### config.mk
export PLATFORM = sky130hd
export DESIGN_NAME = vlc_link_err
export DESIGN_NICKNAME = d
export VERILOG_FILES = /design/src/logic/vlc_pkg.sv /design/src/logic/vlc_link_err.sv
export SDC_FILE = /design/constraint.sdc
export NUM_CORES = 1
export LEC_CHECK = 0
export ABC_CLOCK_PERIOD_IN_PS = 7100
export BUFFER_PORTS_ARGS = -buffer_cell sky130_fd_sc_hd__clkbuf_2
export CAP_MARGIN = 20
export CORE_UTILIZATION = 56
export DETAILED_ROUTE_END_ITERATION = 8
export PLACE_DENSITY = 0.8
export SETUP_SLACK_MARGIN = 0.1
export SLEW_MARGIN = 20
export SYNTH_ARGS = -nofsm -noshare
export SYNTH_HDL_FRONTEND = slang
export SYNTH_SLANG_ARGS = --single-unit
export TNS_END_PERCENT = 10
### constraint.sdc
create_clock -name CLK_IN -period 7.1 [get_ports CLK_IN]
set_input_delay 1.065 -clock CLK_IN [delete_from_list [all_inputs] [get_ports CLK_IN]]
set_output_delay 1.065 -clock CLK_IN [all_outputs]
set_load 0.01 [all_outputs]
### src/logic/vlc_pkg.sv
// Shared constants of the link error and configuration block.
// Assumes a 25 MHz system clock used as the crystal clock.
package vlc_pkg;
   // Register offsets on the local register port
   localparam logic [1:0] ADDR_DELAY_CFG = 2'h0;
   localparam logic [1:0] ADDR_CTRL_ONE = 2'h1;
   localparam logic [1:0] ADDR_STATE_VEC = 2'h2;
   // Fields of transceiver_delay_config
   localparam int DCFG_XCVR_SEL_BIT = 7;
   localparam int DCFG_RX_POL_BIT = 6;
   localparam int DCFG_OFFSET_LSB = 0;
   localparam logic [3:0] DCFG_OFFSET_RST = 4'h7;
   localparam logic DCFG_RX_POL_RST = 1'b1;
   localparam logic DCFG_XCVR_SEL_RST = 1'b0;
   // Fields of link_control_one
   localparam int CTL_IGNORE_BIT = 7;
   localparam int CTL_CLKSEL_BIT = 6;
   localparam int CTL_RATE_LSB = 4;
   localparam int CTL_IE_BIT = 1;
   localparam logic [1:0] CTL_RATE_RST = 2'h0;
   // State vector codes
   localparam logic [7:0] SV_NONE = 8'h00;
   localparam logic [7:0] SV_LOST_ARB = 8'h14;
   localparam logic [7:0] SV_CRC_ERR = 8'h18;
   localparam logic [7:0] SV_INVALID = 8'h1c;
   // Symbol codes from the symbol decoder
   localparam logic [2:0] SYM_ZERO = 3'h0;
   localparam logic [2:0] SYM_ONE = 3'h1;
   localparam logic [2:0] SYM_SOF = 3'h2;
   localparam logic [2:0] SYM_EOD = 3'h3;
   localparam logic [2:0] SYM_EOF = 3'h4;
   localparam logic [2:0] SYM_BREAK = 3'h5;
   localparam logic [2:0] SYM_INVALID = 3'h6;
   // Delay compensation, in microseconds of link time
   localparam int DELAY_BASE_US = 9;
   // Longest active pulse ever driven, kept below any break length
   localparam int MAX_ACTIVE_US = 239;
   // Passive time that counts as an idle bus
   localparam int IDLE_US = 300;
   localparam logic [8:0] IDLE_TICKS = 9'(IDLE_US);
   localparam logic [7:0] MAX_ACTIVE_TICKS = 8'(MAX_ACTIVE_US);
endpackage : vlc_pkg

### src/logic/vlc_link_err.sv
// Error handling and configuration registers of a VPW serial link controller.
// Assumes a symbol decoder and protocol handler on the same clock feed the
// symbol and transmit inputs; the receive pin is asynchronous.
//
// Overview of operation
// - Invalid symbol seen while transmitting reports lost arbitration, not transmit error.
// - Symbol error sets invalid flag, shown after lost arbitration in state vector.
// - End-of-data or end-of-frame off a byte boundary sets invalid flag.
// - Active symbol received while sending end-of-data sets invalid flag.
// - No transmission starts while the bus is held active.
// - Drive that never shows active reports invalid, aborts, waits new command.
// - After a temporary fault, reception and transmission resume unaided.
// - Break received outside hunt state or while sending raises invalid flag; state vector read clears it.
// - After break, wait for idle bus, then start-of-frame.
// - Block never drives a break; active drive length is capped.
// - CRC mismatch raises CRC flag, then bus ignored until start-of-frame.
// - Invalid bits during own transmission stop it at once, raise invalid.
// - Four-bit delay offset selects 9 to 24 us in 1 us steps.
// - Delay offset resets to code 0111, sixteen microseconds.
// - Delay configuration takes only the first write after reset; always readable.
// - Receive polarity one passes the pin, zero inverts it.
// - Ignore bit disables receiver, masks requests, holds status at reset.
// - Ignore bit clears itself on received start-of-frame or break.
// - Clock select one means 1.048576 MHz link clock, zero 1 MHz.
// - Rate select divides crystal clock by 1, 2, 4, 8; written once.
// - Interrupt enable gates run-mode requests; requests persist until source cleared.
// - Interrupt enable one permits, zero blocks requests.
`timescale 1ns/10ps
`default_nettype none
module vlc_link_err
   import vlc_pkg::*;
(
   input wire logic CLK_IN,
   input wire logic RESETN_IN,
   input wire logic [1:0] ADDR_IN,
   input wire logic [7:0] WDATA_IN,
   input wire logic WR_IN,
   input wire logic RD_IN,
   output logic [7:0] RDATA_OUT,
   input wire logic RX_PIN_IN,
   output logic TX_PIN_OUT,
   input wire logic SYM_VALID_IN,
   input wire logic [2:0] SYM_CODE_IN,
   input wire logic SYM_ACTIVE_IN,
   input wire logic BYTE_BOUNDARY_IN,
   input wire logic CRC_ERR_IN,
   input wire logic TX_CMD_IN,
   input wire logic TX_DRIVE_IN,
   input wire logic TX_EOD_IN,
   input wire logic TX_DONE_IN,
   output logic TX_GRANT_OUT,
   output logic RX_ENABLE_OUT,
   output logic BUS_ACTIVE_OUT,
   output logic LINK_TICK_OUT,
   output logic LINK_CLK_SEL_OUT,
   output logic [7:0] DELAY_TICKS_OUT,
   output logic IRQ_OUT
);

   typedef enum {RX_HUNT, RX_FRAME, RX_WAIT_IDLE} vlc_rx_t;
   typedef enum {TX_IDLE, TX_PEND, TX_RUN} vlc_tx_t;

   // Highest pending state vector code, lost arbitration first
   function automatic logic [7:0] sv_code(input logic lost_arbitration, input logic inv, input logic crc);
   begin
      sv_code = lost_arbitration ? SV_LOST_ARB : (inv ? SV_INVALID : (crc ? SV_CRC_ERR : SV_NONE));
   end
   endfunction : sv_code

   logic rx_meta_q;
   logic rx_sync_q;
   logic bus_active;
   logic [3:0] offset_q;
   logic rx_pol_q;
   logic xcvr_sel_q;
   logic dcfg_locked_q;
   logic ignore_q;
   logic clk_sel_q;
   logic [1:0] rate_q;
   logic rate_locked_q;
   logic ie_q;
   logic [2:0] div_cnt_q;
   logic [2:0] div_mask;
   logic tick;
   logic [7:0] delay_us;
   logic [7:0] delay_ticks;
   vlc_rx_t rx_q;
   vlc_tx_t tx_q;
   logic [8:0] idle_cnt_q;
   logic bus_idle;
   logic [7:0] nodrive_cnt_q;
   logic [7:0] act_cnt_q;
   logic loa_q, inv_q, crc_q;
   logic set_loa, set_inv, set_crc;
   logic sv_read;
   logic [7:0] sv_now;
   logic sym_sof, sym_brk, sym_invalid;
   logic frame_err;
   logic eod_clash;
   logic ground_fault;
   logic tx_abort;
   logic [7:0] rdata_q;

   // Receive pin synchroniser
   always_ff @(posedge CLK_IN or negedge RESETN_IN)
   begin
      if (!RESETN_IN)
      begin
         rx_meta_q <= 1'b0;
         rx_sync_q <= 1'b0;
      end
      else
      begin
         rx_meta_q <= RX_PIN_IN;
         rx_sync_q <= rx_meta_q;
      end
   end

   assign bus_active = rx_pol_q ? rx_sync_q : ~rx_sync_q;
   assign BUS_ACTIVE_OUT = bus_active;

   // Write-once delay and transceiver configuration
   always_ff @(posedge CLK_IN or negedge RESETN_IN)
   begin
      if (!RESETN_IN)
      begin
         offset_q <= DCFG_OFFSET_RST;
         rx_pol_q <= DCFG_RX_POL_RST;
         xcvr_sel_q <= DCFG_XCVR_SEL_RST;
         dcfg_locked_q <= 1'b0;
      end
      else if (WR_IN && ADDR_IN == ADDR_DELAY_CFG && !dcfg_locked_q)
      begin
         offset_q <= WDATA_IN[DCFG_OFFSET_LSB +: 4];
         rx_pol_q <= WDATA_IN[DCFG_RX_POL_BIT];
         xcvr_sel_q <= WDATA_IN[DCFG_XCVR_SEL_BIT];
         dcfg_locked_q <= 1'b1;
      end
   end

   // Control register one; rate select write-once
   always_ff @(posedge CLK_IN or negedge RESETN_IN)
   begin
      if (!RESETN_IN)
      begin
         clk_sel_q <= 1'b0;
         ie_q <= 1'b0;
         rate_q <= CTL_RATE_RST;
         rate_locked_q <= 1'b0;
      end
      else if (WR_IN && ADDR_IN == ADDR_CTRL_ONE)
      begin
         clk_sel_q <= WDATA_IN[CTL_CLKSEL_BIT];
         ie_q <= WDATA_IN[CTL_IE_BIT];
         if (!rate_locked_q)
         begin
            rate_q <= WDATA_IN[CTL_RATE_LSB +: 2];
            rate_locked_q <= 1'b1;
         end
      end
   end

   // Ignore bit; the self-clear wins over a same-cycle write
   always_ff @(posedge CLK_IN or negedge RESETN_IN)
   begin
      if (!RESETN_IN)
         ignore_q <= 1'b0;
      else if (sym_sof || sym_brk)
         ignore_q <= 1'b0;
      else if (WR_IN && ADDR_IN == ADDR_CTRL_ONE)
         ignore_q <= WDATA_IN[CTL_IGNORE_BIT];
   end

   // Link clock as a tick from the divided crystal clock
   assign div_mask = (rate_q == 2'h0) ? 3'h0 : (rate_q == 2'h1) ? 3'h1 :
                     (rate_q == 2'h2) ? 3'h3 : 3'h7;
   assign tick = (div_cnt_q & div_mask) == div_mask;
   assign LINK_TICK_OUT = tick;
   assign LINK_CLK_SEL_OUT = clk_sel_q;

   always_ff @(posedge CLK_IN or negedge RESETN_IN)
   begin
      if (!RESETN_IN)
         div_cnt_q <= 3'h0;
      else
         div_cnt_q <= div_cnt_q + 3'h1;
   end

   // Delay compensation in link ticks, scaled for a binary link clock
   assign delay_us = 8'(DELAY_BASE_US) + {4'h0, offset_q};
   assign delay_ticks = clk_sel_q ? delay_us + {4'h0, delay_us[7:4]} : delay_us;
   assign DELAY_TICKS_OUT = delay_ticks;

   // Symbol qualification
   assign sym_sof = SYM_VALID_IN && SYM_CODE_IN == SYM_SOF;
   assign sym_brk = SYM_VALID_IN && SYM_CODE_IN == SYM_BREAK;
   assign sym_invalid = SYM_VALID_IN && SYM_CODE_IN == SYM_INVALID;
   assign frame_err = SYM_VALID_IN && !BYTE_BOUNDARY_IN && rx_q == RX_FRAME &&
                      (SYM_CODE_IN == SYM_EOD || SYM_CODE_IN == SYM_EOF);
   assign eod_clash = SYM_VALID_IN && SYM_ACTIVE_IN && TX_EOD_IN && tx_q == TX_RUN;
   assign ground_fault = tx_q == TX_RUN && nodrive_cnt_q > delay_ticks;
   assign tx_abort = tx_q == TX_RUN &&
                     (sym_invalid || frame_err || eod_clash || ground_fault || sym_brk ||
                      act_cnt_q >= MAX_ACTIVE_TICKS);

   // Idle detector: passive bus for the idle time
   always_ff @(posedge CLK_IN or negedge RESETN_IN)
   begin
      if (!RESETN_IN)
         idle_cnt_q <= 9'h0;
      else if (bus_active)
         idle_cnt_q <= 9'h0;
      else if (tick && idle_cnt_q != IDLE_TICKS)
         idle_cnt_q <= idle_cnt_q + 9'h1;
   end

   assign bus_idle = idle_cnt_q == IDLE_TICKS;

   // Receive framing state
   always_ff @(posedge CLK_IN or negedge RESETN_IN)
   begin
      if (!RESETN_IN)
         rx_q <= RX_HUNT;
      else
      begin
         case (rx_q)
            RX_HUNT:
               if (sym_brk)
                  rx_q <= RX_WAIT_IDLE;
               else if (sym_sof)
                  rx_q <= RX_FRAME;
            RX_FRAME:
               if (sym_brk)
                  rx_q <= RX_WAIT_IDLE;
               else if (CRC_ERR_IN || frame_err || ignore_q)
                  rx_q <= RX_HUNT;
               else if (SYM_VALID_IN && SYM_CODE_IN == SYM_EOF)
                  rx_q <= RX_HUNT;
            RX_WAIT_IDLE:
               if (bus_idle)
                  rx_q <= RX_HUNT;
            default:
               rx_q <= RX_HUNT;
         endcase
      end
   end

   assign RX_ENABLE_OUT = rx_q == RX_FRAME && !ignore_q;

   // Transmit permission state
   always_ff @(posedge CLK_IN or negedge RESETN_IN)
   begin
      if (!RESETN_IN)
         tx_q <= TX_IDLE;
      else
      begin
         case (tx_q)
            TX_IDLE:
               if (TX_CMD_IN)
                  tx_q <= TX_PEND;
            TX_PEND:
               if (!bus_active && rx_q != RX_WAIT_IDLE)
                  tx_q <= TX_RUN;
            TX_RUN:
               if (tx_abort || TX_DONE_IN)
                  tx_q <= TX_IDLE;
            default:
               tx_q <= TX_IDLE;
         endcase
      end
   end

   assign TX_GRANT_OUT = tx_q == TX_RUN && !tx_abort;
   assign TX_PIN_OUT = TX_GRANT_OUT && TX_DRIVE_IN;

   // Drive without echo, and active-length cap
   always_ff @(posedge CLK_IN or negedge RESETN_IN)
   begin
      if (!RESETN_IN)
      begin
         nodrive_cnt_q <= 8'h0;
         act_cnt_q <= 8'h0;
      end
      else
      begin
         if (tx_q != TX_RUN || !TX_DRIVE_IN || bus_active)
            nodrive_cnt_q <= 8'h0;
         else if (tick && nodrive_cnt_q != 8'hff)
            nodrive_cnt_q <= nodrive_cnt_q + 8'h1;
         if (!TX_PIN_OUT)
            act_cnt_q <= 8'h0;
         else if (tick && act_cnt_q != 8'hff)
            act_cnt_q <= act_cnt_q + 8'h1;
      end
   end

   // State vector flags; a set beats a read clear
   assign set_loa = sym_invalid && tx_q == TX_RUN;
   assign set_inv = sym_invalid || frame_err || eod_clash || ground_fault ||
                    (sym_brk && rx_q != RX_HUNT) || (sym_brk && tx_q == TX_RUN);
   assign set_crc = CRC_ERR_IN && rx_q == RX_FRAME;
   assign sv_now = sv_code(loa_q, inv_q, crc_q);
   assign sv_read = RD_IN && ADDR_IN == ADDR_STATE_VEC;

   always_ff @(posedge CLK_IN or negedge RESETN_IN)
   begin
      if (!RESETN_IN)
      begin
         loa_q <= 1'b0;
         inv_q <= 1'b0;
         crc_q <= 1'b0;
      end
      else if (ignore_q && !(sym_sof || sym_brk))
      begin
         loa_q <= 1'b0;
         inv_q <= 1'b0;
         crc_q <= 1'b0;
      end
      else
      begin
         loa_q <= set_loa || (loa_q && !(sv_read && sv_now == SV_LOST_ARB));
         inv_q <= set_inv || (inv_q && !(sv_read && sv_now == SV_INVALID));
         crc_q <= set_crc || (crc_q && !(sv_read && sv_now == SV_CRC_ERR));
      end
   end

   assign IRQ_OUT = (loa_q || inv_q || crc_q) && ie_q && !ignore_q;

   // Read data, one cycle after the strobe
   always_ff @(posedge CLK_IN or negedge RESETN_IN)
   begin
      if (!RESETN_IN)
         rdata_q <= 8'h00;
      else if (RD_IN)
      begin
         case (ADDR_IN)
            ADDR_DELAY_CFG:
               rdata_q <= {xcvr_sel_q, rx_pol_q, 2'h0, offset_q};
            ADDR_CTRL_ONE:
               rdata_q <= {ignore_q, clk_sel_q, rate_q, 2'h0, ie_q, 1'b0};
            ADDR_STATE_VEC:
               rdata_q <= sv_now;
            default:
               rdata_q <= 8'h00;
         endcase
      end
      else
         rdata_q <= 8'h00;
   end

   assign RDATA_OUT = rdata_q;

   a_loa_on_tx_inv: assert property (@(posedge CLK_IN) disable iff (!RESETN_IN)
      (sym_invalid && tx_q == TX_RUN && !ignore_q) |=> loa_q && inv_q)
      else $error("invalid symbol while sending did not flag lost arbitration");
   a_sv_loa_first: assert property (@(posedge CLK_IN) disable iff (!RESETN_IN)
      (sv_read && loa_q && inv_q) |=> RDATA_OUT == SV_LOST_ARB)
      else $error("lost arbitration not shown ahead of invalid symbol");
   a_frame_err_flag: assert property (@(posedge CLK_IN) disable iff (!RESETN_IN)
      (frame_err && !ignore_q) |=> inv_q)
      else $error("off-boundary end symbol did not set invalid flag");
   a_no_start_active: assert property (@(posedge CLK_IN) disable iff (!RESETN_IN)
      (tx_q == TX_PEND && bus_active) |=> tx_q != TX_RUN)
      else $error("transmission started on an active bus");
   a_ground_abort: assert property (@(posedge CLK_IN) disable iff (!RESETN_IN)
      ground_fault |-> !TX_PIN_OUT ##1 tx_q == TX_IDLE)
      else $error("undriven bus did not abort the frame");
   a_break_wait_idle: assert property (@(posedge CLK_IN) disable iff (!RESETN_IN)
      (sym_brk && rx_q == RX_FRAME) |=> rx_q == RX_WAIT_IDLE)
      else $error("break did not force a wait for idle");
   a_drive_capped: assert property (@(posedge CLK_IN) disable iff (!RESETN_IN)
      act_cnt_q <= MAX_ACTIVE_TICKS)
      else $error("active drive ran into break length");
   a_delay_code: assert property (@(posedge CLK_IN) disable iff (!RESETN_IN)
      !clk_sel_q |-> delay_ticks == 8'(DELAY_BASE_US) + {4'h0, offset_q})
      else $error("delay compensation not linear in offset");
   a_cfg_write_once: assert property (@(posedge CLK_IN) disable iff (!RESETN_IN)
      (dcfg_locked_q && WR_IN && ADDR_IN == ADDR_DELAY_CFG) |=> $stable(offset_q))
      else $error("delay configuration changed after first write");
   a_ignore_clears: assert property (@(posedge CLK_IN) disable iff (!RESETN_IN)
      (sym_sof || sym_brk) |=> !ignore_q)
      else $error("ignore bit not cleared by start or break");
   a_irq_gating: assert property (@(posedge CLK_IN) disable iff (!RESETN_IN)
      (!ie_q || ignore_q) |-> !IRQ_OUT)
      else $error("interrupt request not masked");

   c_tx_done: cover property (@(posedge CLK_IN) disable iff (!RESETN_IN)
      tx_q == TX_RUN ##1 tx_q == TX_IDLE);
   c_crc_err: cover property (@(posedge CLK_IN) disable iff (!RESETN_IN) set_crc);
   c_break_rx: cover property (@(posedge CLK_IN) disable iff (!RESETN_IN)
      rx_q == RX_WAIT_IDLE ##1 rx_q == RX_HUNT);
   c_ground_fault: cover property (@(posedge CLK_IN) disable iff (!RESETN_IN) ground_fault);

endmodule : vlc_link_err
`default_nettype wire

==> results of run 1 <==
## synth_stat cells, types with 2 or more instances
| cell | n |
|---|---|
| a2111oi_0 | 2 |
| a211oi_1 | 4 |
| a21oi_1 | 22 |
| and2_1 | 2 |
| and3_1 | 4 |
| and4_1 | 4 |
| buf_2 | 2 |
| buf_4 | 2 |
| clkbuf_1 | 4 |
| dfrtp_1 | 54 |
| dfstp_2 | 4 |
| ha_1 | 14 |
| inv_1 | 20 |
| mux2_2 | 7 |
| mux2i_1 | 8 |
| nand2_1 | 23 |
| nand2b_1 | 5 |
| nand3_1 | 17 |
| nand3b_1 | 4 |
| nand4_1 | 10 |
| nand4bb_1 | 2 |
| nor2_1 | 30 |
| nor2b_1 | 5 |
| nor3_1 | 7 |
| nor3b_1 | 5 |
| o21a_1 | 2 |
| o21ai_0 | 19 |
| o21ai_4 | 2 |
| o31ai_1 | 2 |
| or3_1 | 8 |
| or3_2 | 3 |
| xnor2_1 | 5 |
| xor2_1 | 11 |
## worst paths after layout
path / startpoint / to / slack (ns)
worst max-delay path: offset_q[1] / TX_GRANT_OUT / 2.12
worst min-delay path: rx_meta_q / rx_sync_q / 0.35
worst max register to register: offset_q[1] / act_cnt_q[6] / 3.48
worst min register to register: rx_meta_q / rx_sync_q / 0.35
max in group asynchronous: RESETN_IN / tx_q[1] / 5.71
min in group asynchronous: RESETN_IN / nodrive_cnt_q[1] / 0.85
## sequential cells by signal, indices dropped and copies added, names as in the netlist, 2 cells and up
signal and flops:
RDATA_OUT 8, div_cnt_q 3, tx_q 2, act_cnt_q 8, rate_q 2, nodrive_cnt_q 8, idle_cnt_q 9, offset_q 4
rx_q 2
## layout make-up
class	count	area (um2)
Clock buffer	14	173
Inverter	20	75.1
Timing Repair Buffer	47	238
Clock inverter	2	60.1
Fill cell	421	1780
Sequential cell	58	1460
Multi-Input combinational cell	246	1630
Tap cell	72	90.1
## per-stage QoR
stage | std cells | setup slack [ns] | power, mW
floorplan | 332 | 2.85 | 0.603
global placement | 443 | 2.71 | 0.684
detailed placement | 443 | 2.53 | 0.691
CTS | 459 | 2.09 | 1.05
global route | 459 | 1.71 | 1.11
finish | 459 | 2.12 | 1.05
## kinds of logic after synthesis
group | share of synthesized area
multiplexers | 0.0497
XOR/XNOR | 0.0438
AO/OA/AOI/OAI | 0.125
AND/OR/NAND/NOR | 0.234
buffers and inverters | 0.0360
adder cells (fa/ha/maj) | 0.0548
flip-flops | 0.455
other | 0.00117
## layout by cell type (no fill, tap or decap), types with 11 or more instances in the layout
master | netlist | routed
dfrtp_1 | 54 | 54
nand3_1 | 17 | 17
nand2_1 | 23 | 23
xor2_1 | 11 | 11
clkbuf_8 | 0 | 12
inv_1 | 20 | 20
o21ai_0 | 19 | 19
nor2_1 | 30 | 30
clkbuf_2 | 0 | 46
a21oi_1 | 22 | 22
ha_1 | 14 | 14
## metal layers
layer	vias to the layer above	wire [um]	GRT usage
li1	1278	-	-
met1	1282	3170	0.334
met2	78	3490	0.424
met3	14	330	0.0588
met4	0	157	0.113
met5	-	0	0
## worst reg2reg max path, delay by kind of cell, from the launching register on
kind,cells,cell delay [ns]
compound gates,4,1.21
fa+ha+maj,3,0.76
buf+inv,1,0.06
flops,1,0.57
simple gates,7,0.92
## power groups by stage
stage	registers, mW	clock network [mW]	logic (mW)
finish	0.416	0.357	0.274
global route	0.422	0.378	0.306
CTS	0.416	0.363	0.274
global placement	0.418	0	0.265
floorplan	0.409	0	0.193
detailed placement	0.421	0	0.270
==> impl_metrics.toml, run 1 <==
[layout]
num-nets-final = 422
fin_area_um2 = 3720
syn2layout_area_growth_pct = 16.4
drive_above_1_share = 0.214
final_util = 0.676
n_antenna_cell = 0

[power]
switching_share = 0.320
power_density_nw_per_um2 = 281
vdd_drop_max_mv = 0.179
power.internal_mw = 0.713
p_comb_frac = 0.262
clkPwrFrac = 0.341
power.switching_mw = 0.335
p_leak_nw = 1.71
pwr-share-seq = 0.397

[detailed_routing]
wirelength_um = 7150
drt_iter0_drc = 195
dr_total_vias = 2652
drc = 0
antenna_left = 0
vias_per_cell = 5.78
drt-wirelength-per-cell_um = 15.6
drtPass1Iterations = 4

[global_route]
grt_pass1_vias = 2721
grt_max_degree = 59
grt_overflow = 0
track_usage = 0.261
grt_pass1_wl_um = 12200
antenna_found_initial = 0

[setup_path]
crit_family = "simple AND/OR/NAND/NOR gates"
critPathMaxStageDelay_ns = 0.57
crit_fanout = 5
worst_ep_arrival_time_ns = 3.91
cpMaxStageDelayCell = "dfstp_2"
crit_required_ns = 6.03
critPathLaunchType = "register"
ff2ff_path_depth = 15
critical_path_buf_inv_count = 2
worstSetupPathType = "register to primary output"
path_depth = 16
crit_chain = "ha_1, nand2_1, nand2_1, ha_1, nand3_1, nor2_1, nand4_1, nor2_1, inv_1, ha_1, a2111oi_0, nand2_1, o311ai_1, nor2_1, nor3_1, clkbuf_2"
end_kind = "primary output"

[synth]
async_flop_share = 1.00
ys_types = 51
synth_area_per_cell_um2 = 9.67
ys_warn_count = 0
synth_edf_count = 0
synth_top_area_share = 0.422
synth_cells = 331
synth_area_leaders = "dfrtp_1 (42%), ha_1 (5.5%), nor2_1 (3.5%)"
yosysSeqAreaShare = 0.455
synth_flop_cell = "dfrtp_1"
synth_seq_cells = 58
syn_area_um2 = 3200
yosysTopAreaCell = "dfrtp_1"

[min_path]
hold_path_class = "register to register"
hold_depth = 0

[clocking]
clock_latency_ns = 0.34
clock_path_buffers = 2
cts_resized = 0
numCtsBuffers = 9
post_cts_buffers = 0
clk_pin_slew_ns = 0.06
cts_root_buf = "clkbuf_8"
clkSinkCount = 58
hold_buffers = 0
cts_tree = "built"
htree_levels = 3

[placed_design]
dp_hpwl_um = 4980
place.gp.congestion = 0.870
placed_area_um2 = 3490
portBuffers = 46

[floorplan]
start_util = 0.581
die_x_um = 77.6
rows = 27
core_area_um2 = 5510
io-pin-count = 49
die-height_um = 77.6
die_area_um2 = 6020

[timing]
clock_skew_ns = 0.0110
max_freq_mhz = 201
rsz0062_at_grt = "false"
hold_violations = 0
slew_viol_final = 0
tns_ns = 0
min_period_ns = 4.98
final-setup-viol-count = 0
slew-limit-headroom = 0.501
worst_pin_slew_ns = 0.749
hold_ws_ns = 0.347
period_share = 0.701

[flow_run]
maxCapViolCount = 0

[status]
outcome = "finished, final reports clean"
(Power assumes the default switching activity.)
==> inputs of run 2 (changes only) <==
--- a/config.mk
+++ b/config.mk
@@ -5,12 +5,12 @@
 export SDC_FILE = /design/constraint.sdc
 export NUM_CORES = 1
 export LEC_CHECK = 0
-export ABC_CLOCK_PERIOD_IN_PS = 7100
+export ABC_CLOCK_PERIOD_IN_PS = 4400
 export BUFFER_PORTS_ARGS = -buffer_cell sky130_fd_sc_hd__clkbuf_2
 export CAP_MARGIN = 20
-export CORE_UTILIZATION = 56
+export CORE_UTILIZATION = 51
 export DETAILED_ROUTE_END_ITERATION = 8
-export PLACE_DENSITY = 0.8
+export PLACE_DENSITY = 0.77
 export SETUP_SLACK_MARGIN = 0.1
 export SLEW_MARGIN = 20
 export SYNTH_ARGS = -nofsm -noshare
==> constraint.sdc (replaced) <==
create_clock -name CLK_IN -period 4.4 [get_ports CLK_IN]
set_input_delay 0.66 -clock CLK_IN [delete_from_list [all_inputs] [get_ports CLK_IN]]
set_output_delay 0.66 -clock CLK_IN [all_outputs]
set_load 0.01 [all_outputs]
==> run 2 against run 1 <==
- sequential share of layout area fell by 0.82 points
- register-to-register slack got worse by 2.5 ns
- utilization fell by 4.1 points
- critical path type unchanged
- sequential power rose by 62%
- count of clock-buffer cells in the layout did not move
- critical endpoint unchanged
- non-clock buffer count rose by 7
- design area rose by 2.2%
- clock power rose by 41%
- cell count rose by 2.2%
- combinational power rose by 81%
- first-iteration DRC count rose by 2.6%
==> impl_metrics.toml, run 2 (same netlist as run 1, synthesis figures left out) <==
[setup_path]
crit_required_ns = 3.74
critPathLaunchType = "register"
crit_family = "simple AND/OR/NAND/NOR gates"
crit_top_cell = "nand2_1"
worstSetupPathType = "register to primary output"
cpMaxStageDelayCell = "dfstp_2"
crit_chain = "ha_4, nand2_1, nand2_1, ha_2, nand3_2, nor2_2, buf_4, xor2_1, mux2i_1, xnor2_1, ha_1, nand2_1, o311ai_2, nor2_2, nor3_2, clkbuf_2"
critical_path_buf_inv_count = 2
rrSetupSlack_ns = 1.02
worst_ep_arrival_time_ns = 3.51
critPathMaxStageDelay_ns = 0.57
crit_fanout = 5
end_kind = "primary output"

[clocking]
cts_tree = "built"
cts_root_buf = "clkbuf_8"
clkSinkCount = 58
htree_levels = 3
clk_pin_slew_ns = 0.07
numCtsBuffers = 9
hold_buffers = 0
clock_latency_ns = 0.34
clock_path_buffers = 2

[floorplan]
start_util = 0.534
die_area_um2 = 6590
io-pin-count = 49
rows = 28
die_x_um = 81.2
core_area_um2 = 5990
die-height_um = 81.2

[timing]
setup_ws_ns = 0.226
slew-limit-headroom = 0.358
max_freq_mhz = 240
period_share = 0.949
hold_ws_ns = 0.353
min_period_ns = 4.17
rsz0062_at_grt = "false"
tns_ns = 0
slew_viol_final = 0
final-setup-viol-count = 0
hold_violations = 0
clock_skew_ns = 0.00939
worst_pin_slew_ns = 0.963

[global_route]
grt_max_degree = 39
grt_pass1_vias = 2538
antenna_found_initial = 0
track_usage = 0.237
grt_pass1_wl_um = 11700
grt_overflow = 0

[layout]
regArea_um2 = 1460
multi_input_area_um2 = 1690
syn2layout_area_growth_pct = 18.9
n_antenna_cell = 0
layout_common_cells = "dfrtp_1 (54), clkbuf_2 (46), nor2_1 (27), nand2_1 (23), a21oi_1 (22)"
regMostFlops = "idle_cnt_q"
final_common_cell = "dfrtp_1"
num-nets-final = 429
fillers = 488
largest_reg_flops = 9
stdcell_count = 469
drive_above_1_share = 0.249

[placed_design]
dp_hpwl_um = 5110
portBuffers = 46
place.gp.congestion = 0.858
dp.cells = 447
pre_cts_ws_ns = 0.235

[detailed_routing]
antenna_left = 0
wirelength_um = 7400
drt-wirelength-per-cell_um = 15.8
drt_iter0_drc = 200
drc = 0
vias_per_cell = 5.76
drtPass1Iterations = 5
dr_total_vias = 2702

[power]
p_leak_nw = 1.74
finalPower_mw = 1.67
vdd_drop_max_mv = 0.224
power_density_nw_per_um2 = 439

[min_path]
hold_path_class = "register to register"

[flow_run]
maxCapViolCount = 0

[status]
outcome = "finished, final reports clean"
-- run 2: repair_timing --
item	CTS	global route
hold endpoints to repair	0	0
gates resized for setup	8	4
pin swaps	2	5
buffers inserted	1	5
endpoints found under the setup margin	2	2
-- run 2: stage by stage --
stage,util,instance area (um2)
6_report,0.635,3800
4_1_cts,0.626,3750
5_1_grt,0.635,3800
3_3_place_gp,0.585,3500
2_1_floorplan,-,3200
3_5_place_dp,0.585,3500
-- run 2: final cells by class --
type / instances / share of cell area
multi-input combinational: 246 / 0.444
sequential: 58 / 0.383
clock inverter: 2 / 0.00921
inverter: 20 / 0.0197
tap: 75 / 0.0247
timing repair buffer: 54 / 0.0763
clock buffer: 14 / 0.0428
-- run 2: path summary, 6_finish.rpt --
kind,from,to,cells past startpoint
hold / removal,rx_meta_q,rx_sync_q,0
min in group asynchronous,RESETN_IN,rate_q[0],1
setup reg to reg,offset_q[1],inv_q,16
max in group asynchronous,RESETN_IN,offset_q[1],2
setup / recovery,offset_q[1],TX_GRANT_OUT,16
hold reg to reg,rx_meta_q,rx_sync_q,0
-- run 2: where the power goes --
part / internal, mW / total, mW / leakage (nW) / switching (mW)
Sequential: 0.600 / 0.673 / 0.755 / 0.0731
Clock: 0.292 / 0.502 / 0.101 / 0.209
Combinational: 0.210 / 0.496 / 0.881 / 0.286
Total: 1.10 / 1.67 / 1.74 / 0.569
-- run 2: metal layers --
layer  global-route usage  vias to the layer above  wire (um)
met5                    0                        -          0
met3               0.0551                        9        381
met1                0.313                     1314       3290
met2                0.383                       90       3620
li1                     -                     1289          -
met4               0.0786                        0        112
==> inputs of run 3 (changes only) <==
--- a/config.mk
+++ b/config.mk
@@ -5,12 +5,14 @@
 export SDC_FILE = /design/constraint.sdc
 export NUM_CORES = 1
 export LEC_CHECK = 0
-export ABC_CLOCK_PERIOD_IN_PS = 4400
+export ABC_CLOCK_PERIOD_IN_PS = 4800
 export BUFFER_PORTS_ARGS = -buffer_cell sky130_fd_sc_hd__clkbuf_2
 export CAP_MARGIN = 20
-export CORE_UTILIZATION = 51
+export CELL_PAD_IN_SITES_DETAIL_PLACEMENT = 0
+export CELL_PAD_IN_SITES_GLOBAL_PLACEMENT = 2
+export CORE_UTILIZATION = 35
 export DETAILED_ROUTE_END_ITERATION = 8
-export PLACE_DENSITY = 0.77
+export PLACE_DENSITY = 0.8
 export SETUP_SLACK_MARGIN = 0.1
 export SLEW_MARGIN = 20
 export SYNTH_ARGS = -nofsm -noshare
==> constraint.sdc (replaced) <==
create_clock -name CLK_IN -period 4.8 [get_ports CLK_IN]
set_input_delay 0.72 -clock CLK_IN [delete_from_list [all_inputs] [get_ports CLK_IN]]
set_output_delay 0.72 -clock CLK_IN [all_outputs]
set_load 0.01 [all_outputs]
==> run 3 against run 2 <==
- the run now ends with design-rule violations left
- clock skew is 0.00096 ns lower
- critical endpoint unchanged
- first-iteration DRC count fell by 52%
- routed wire length shrank 1.5%
- count of clock-buffer cells in the layout up 1
- non-clock buffer count is 5 lower
- critical path depth unchanged
- design area decreased by 0.39%
- sequential share of layout area grew 0.15 points
- largest power group unchanged
==> impl_metrics.toml, run 3 (same netlist as run 1, synthesis figures left out) <==
[setup_path]
crit_required_ns = 4.08
rrSetupSlack_ns = 1.35
ff2ff_path_depth = 16
startpoint = "offset_q[0]"
r2r_start = "offset_q[0]"
reg2reg_to = "act_cnt_q[6]"
worstSetupPathType = "register to primary output"
crit_fanout = 5
end_kind = "primary output"
crit_path_end = "TX_GRANT_OUT"
critPathLaunchType = "register"
worst_ep_arrival_time_ns = 3.66

[layout]
n_antenna_cell = 0
layout_common_cells = "dfrtp_1 (54), clkbuf_2 (46), nor2_1 (29), nand2_1 (23), a21oi_1 (22)"
drive_above_1_share = 0.229
fin_area_um2 = 3790
largest_reg_flops = 9
regMostFlops = "idle_cnt_q"
fillers = 897
num-nets-final = 424
syn2layout_area_growth_pct = 18.4
final_common_cell = "dfrtp_1"

[timing]
min_period_ns = 4.38
setup_ws_ns = 0.417
final-setup-viol-count = 0
slew-limit-headroom = 0.497
tns_ns = 0
period_share = 0.913
slew_viol_final = 0
worst_pin_slew_ns = 0.735
hold_violations = 0
clock_skew_ns = 0.00843
max_freq_mhz = 228
rsz0062_at_grt = "false"

[detailed_routing]
vias_per_cell = 5.20
drc = 5
dr_total_vias = 2586
drt-wirelength-per-cell_um = 14.7
drtPass1Iterations = 7
antenna_left = 0
wirelength_um = 7290
drt_iter0_drc = 97

[clocking]
numCtsBuffers = 9
clock_path_buffers = 2
clock_latency_ns = 0.33
clk_pin_slew_ns = 0.07
clkSinkCount = 58
cts_root_buf = "clkbuf_8"
htree_levels = 3
cts_tree = "built"

[floorplan]
rows = 34
core_area_um2 = 8810
io-pin-count = 49
die-height_um = 97.6
start_util = 0.363
die_x_um = 97.6
die_area_um2 = 9530

[power]
power.internal_mw = 1.03
switching_share = 0.322
p_leak_nw = 1.72
power_density_nw_per_um2 = 403
p_comb_frac = 0.270
pwr-share-seq = 0.404
power.switching_mw = 0.491
clkPwrFrac = 0.327
vdd_drop_max_mv = 0.127

[global_route]
grt.met3_usage = 0.0417
grt_use_met1 = 0.238
grt_util_met2 = 0.254
grt_overflow = 0
grt_max_degree = 59
grt_pass1_wl_um = 12800
grt_busiest_layer = "met2"
track_usage = 0.169
grt_pass1_vias = 2635
antenna_found_initial = 0

[status]
outcome = "finished, violations left"
violations = "design-rule violations"

[min_path]
hold_path_class = "register to register"

[placed_design]
pre_cts_ws_ns = 0.575
place.gp.congestion = 0.813
portBuffers = 46
dp_hpwl_um = 5390
placed_area_um2 = 3540

[flow_run]
maxCapViolCount = 0
run 3: power groups by stage:
| stage | Sequential [mW] | Combinational [mW] | Clock, mW |
|---|---|---|---|
| global placement | 0.623 | 0.409 | 0 |
| global route | 0.625 | 0.469 | 0.543 |
| floorplan | 0.606 | 0.286 | 0 |
| finish | 0.616 | 0.412 | 0.498 |
| CTS | 0.615 | 0.411 | 0.517 |
| detailed placement | 0.625 | 0.409 | 0 |
run 3: area by class of cell:
class	count	area, um2	share of cell area
Clock inverter	1	30.0	0.00793
Inverter	20	75.1	0.0198
Multi-Input combinational cell	246	1640	0.434
Timing Repair Buffer	49	253	0.0667
Clock buffer	15	196	0.0518
Tap cell	108	135	0.0357
Sequential cell	58	1460	0.384
run 3: worst min-delay path by stage:
stage | from | end | slack [ns] | cells after the start
global route | rx_meta_q | rx_sync_q | 0.35 | 0
detailed placement | rx_meta_q | rx_sync_q | 0.34 | 0
global placement | rx_meta_q | rx_sync_q | 0.33 | 0
CTS | rx_meta_q | rx_sync_q | 0.35 | 0
finish | rx_meta_q | rx_sync_q | 0.35 | 0
floorplan | rx_meta_q | rx_sync_q | 0.33 | 0
run 3: critical path, cell delays in order (launching register included):
cell       delay (ns)
dfstp_2          0.56
ha_2             0.24
nand2_1          0.06
nand2_1          0.09
ha_1             0.20
nand3_1          0.14
nor2_2           0.16
nand4_1          0.13
nor2_1           0.17
inv_1            0.07
ha_1             0.32
a2111oi_2        0.41
nand2_1          0.09
o311ai_1         0.14
nor2_1           0.16
nor3_1           0.23
clkbuf_2         0.16
run 3: per-layer routing:
metal / part of all wire / wire length [um]
met5: 0 / 0
met4: 0.0096 / 70
met3: 0.037 / 273
met2: 0.45 / 3250
met1: 0.51 / 3700
run 3: metrics by stage:
stage | std cells | hold slack (ns) | power, mW | utilization
floorplan | 332 | 0.331 | 0.891 | -
global placement | 479 | 0.333 | 1.03 | 0.402
detailed placement | 479 | 0.338 | 1.03 | 0.402
CTS | 495 | 0.352 | 1.54 | 0.427
global route | 497 | 0.354 | 1.64 | 0.430
finish | 497 | 0.350 | 1.53 | 0.430
run 3: timing repair:
action                                  CTS  global route
hold buffers                              0             0
endpoints found under the setup margin    0             2
resized for setup                         0             4
buffers inserted                          0             2
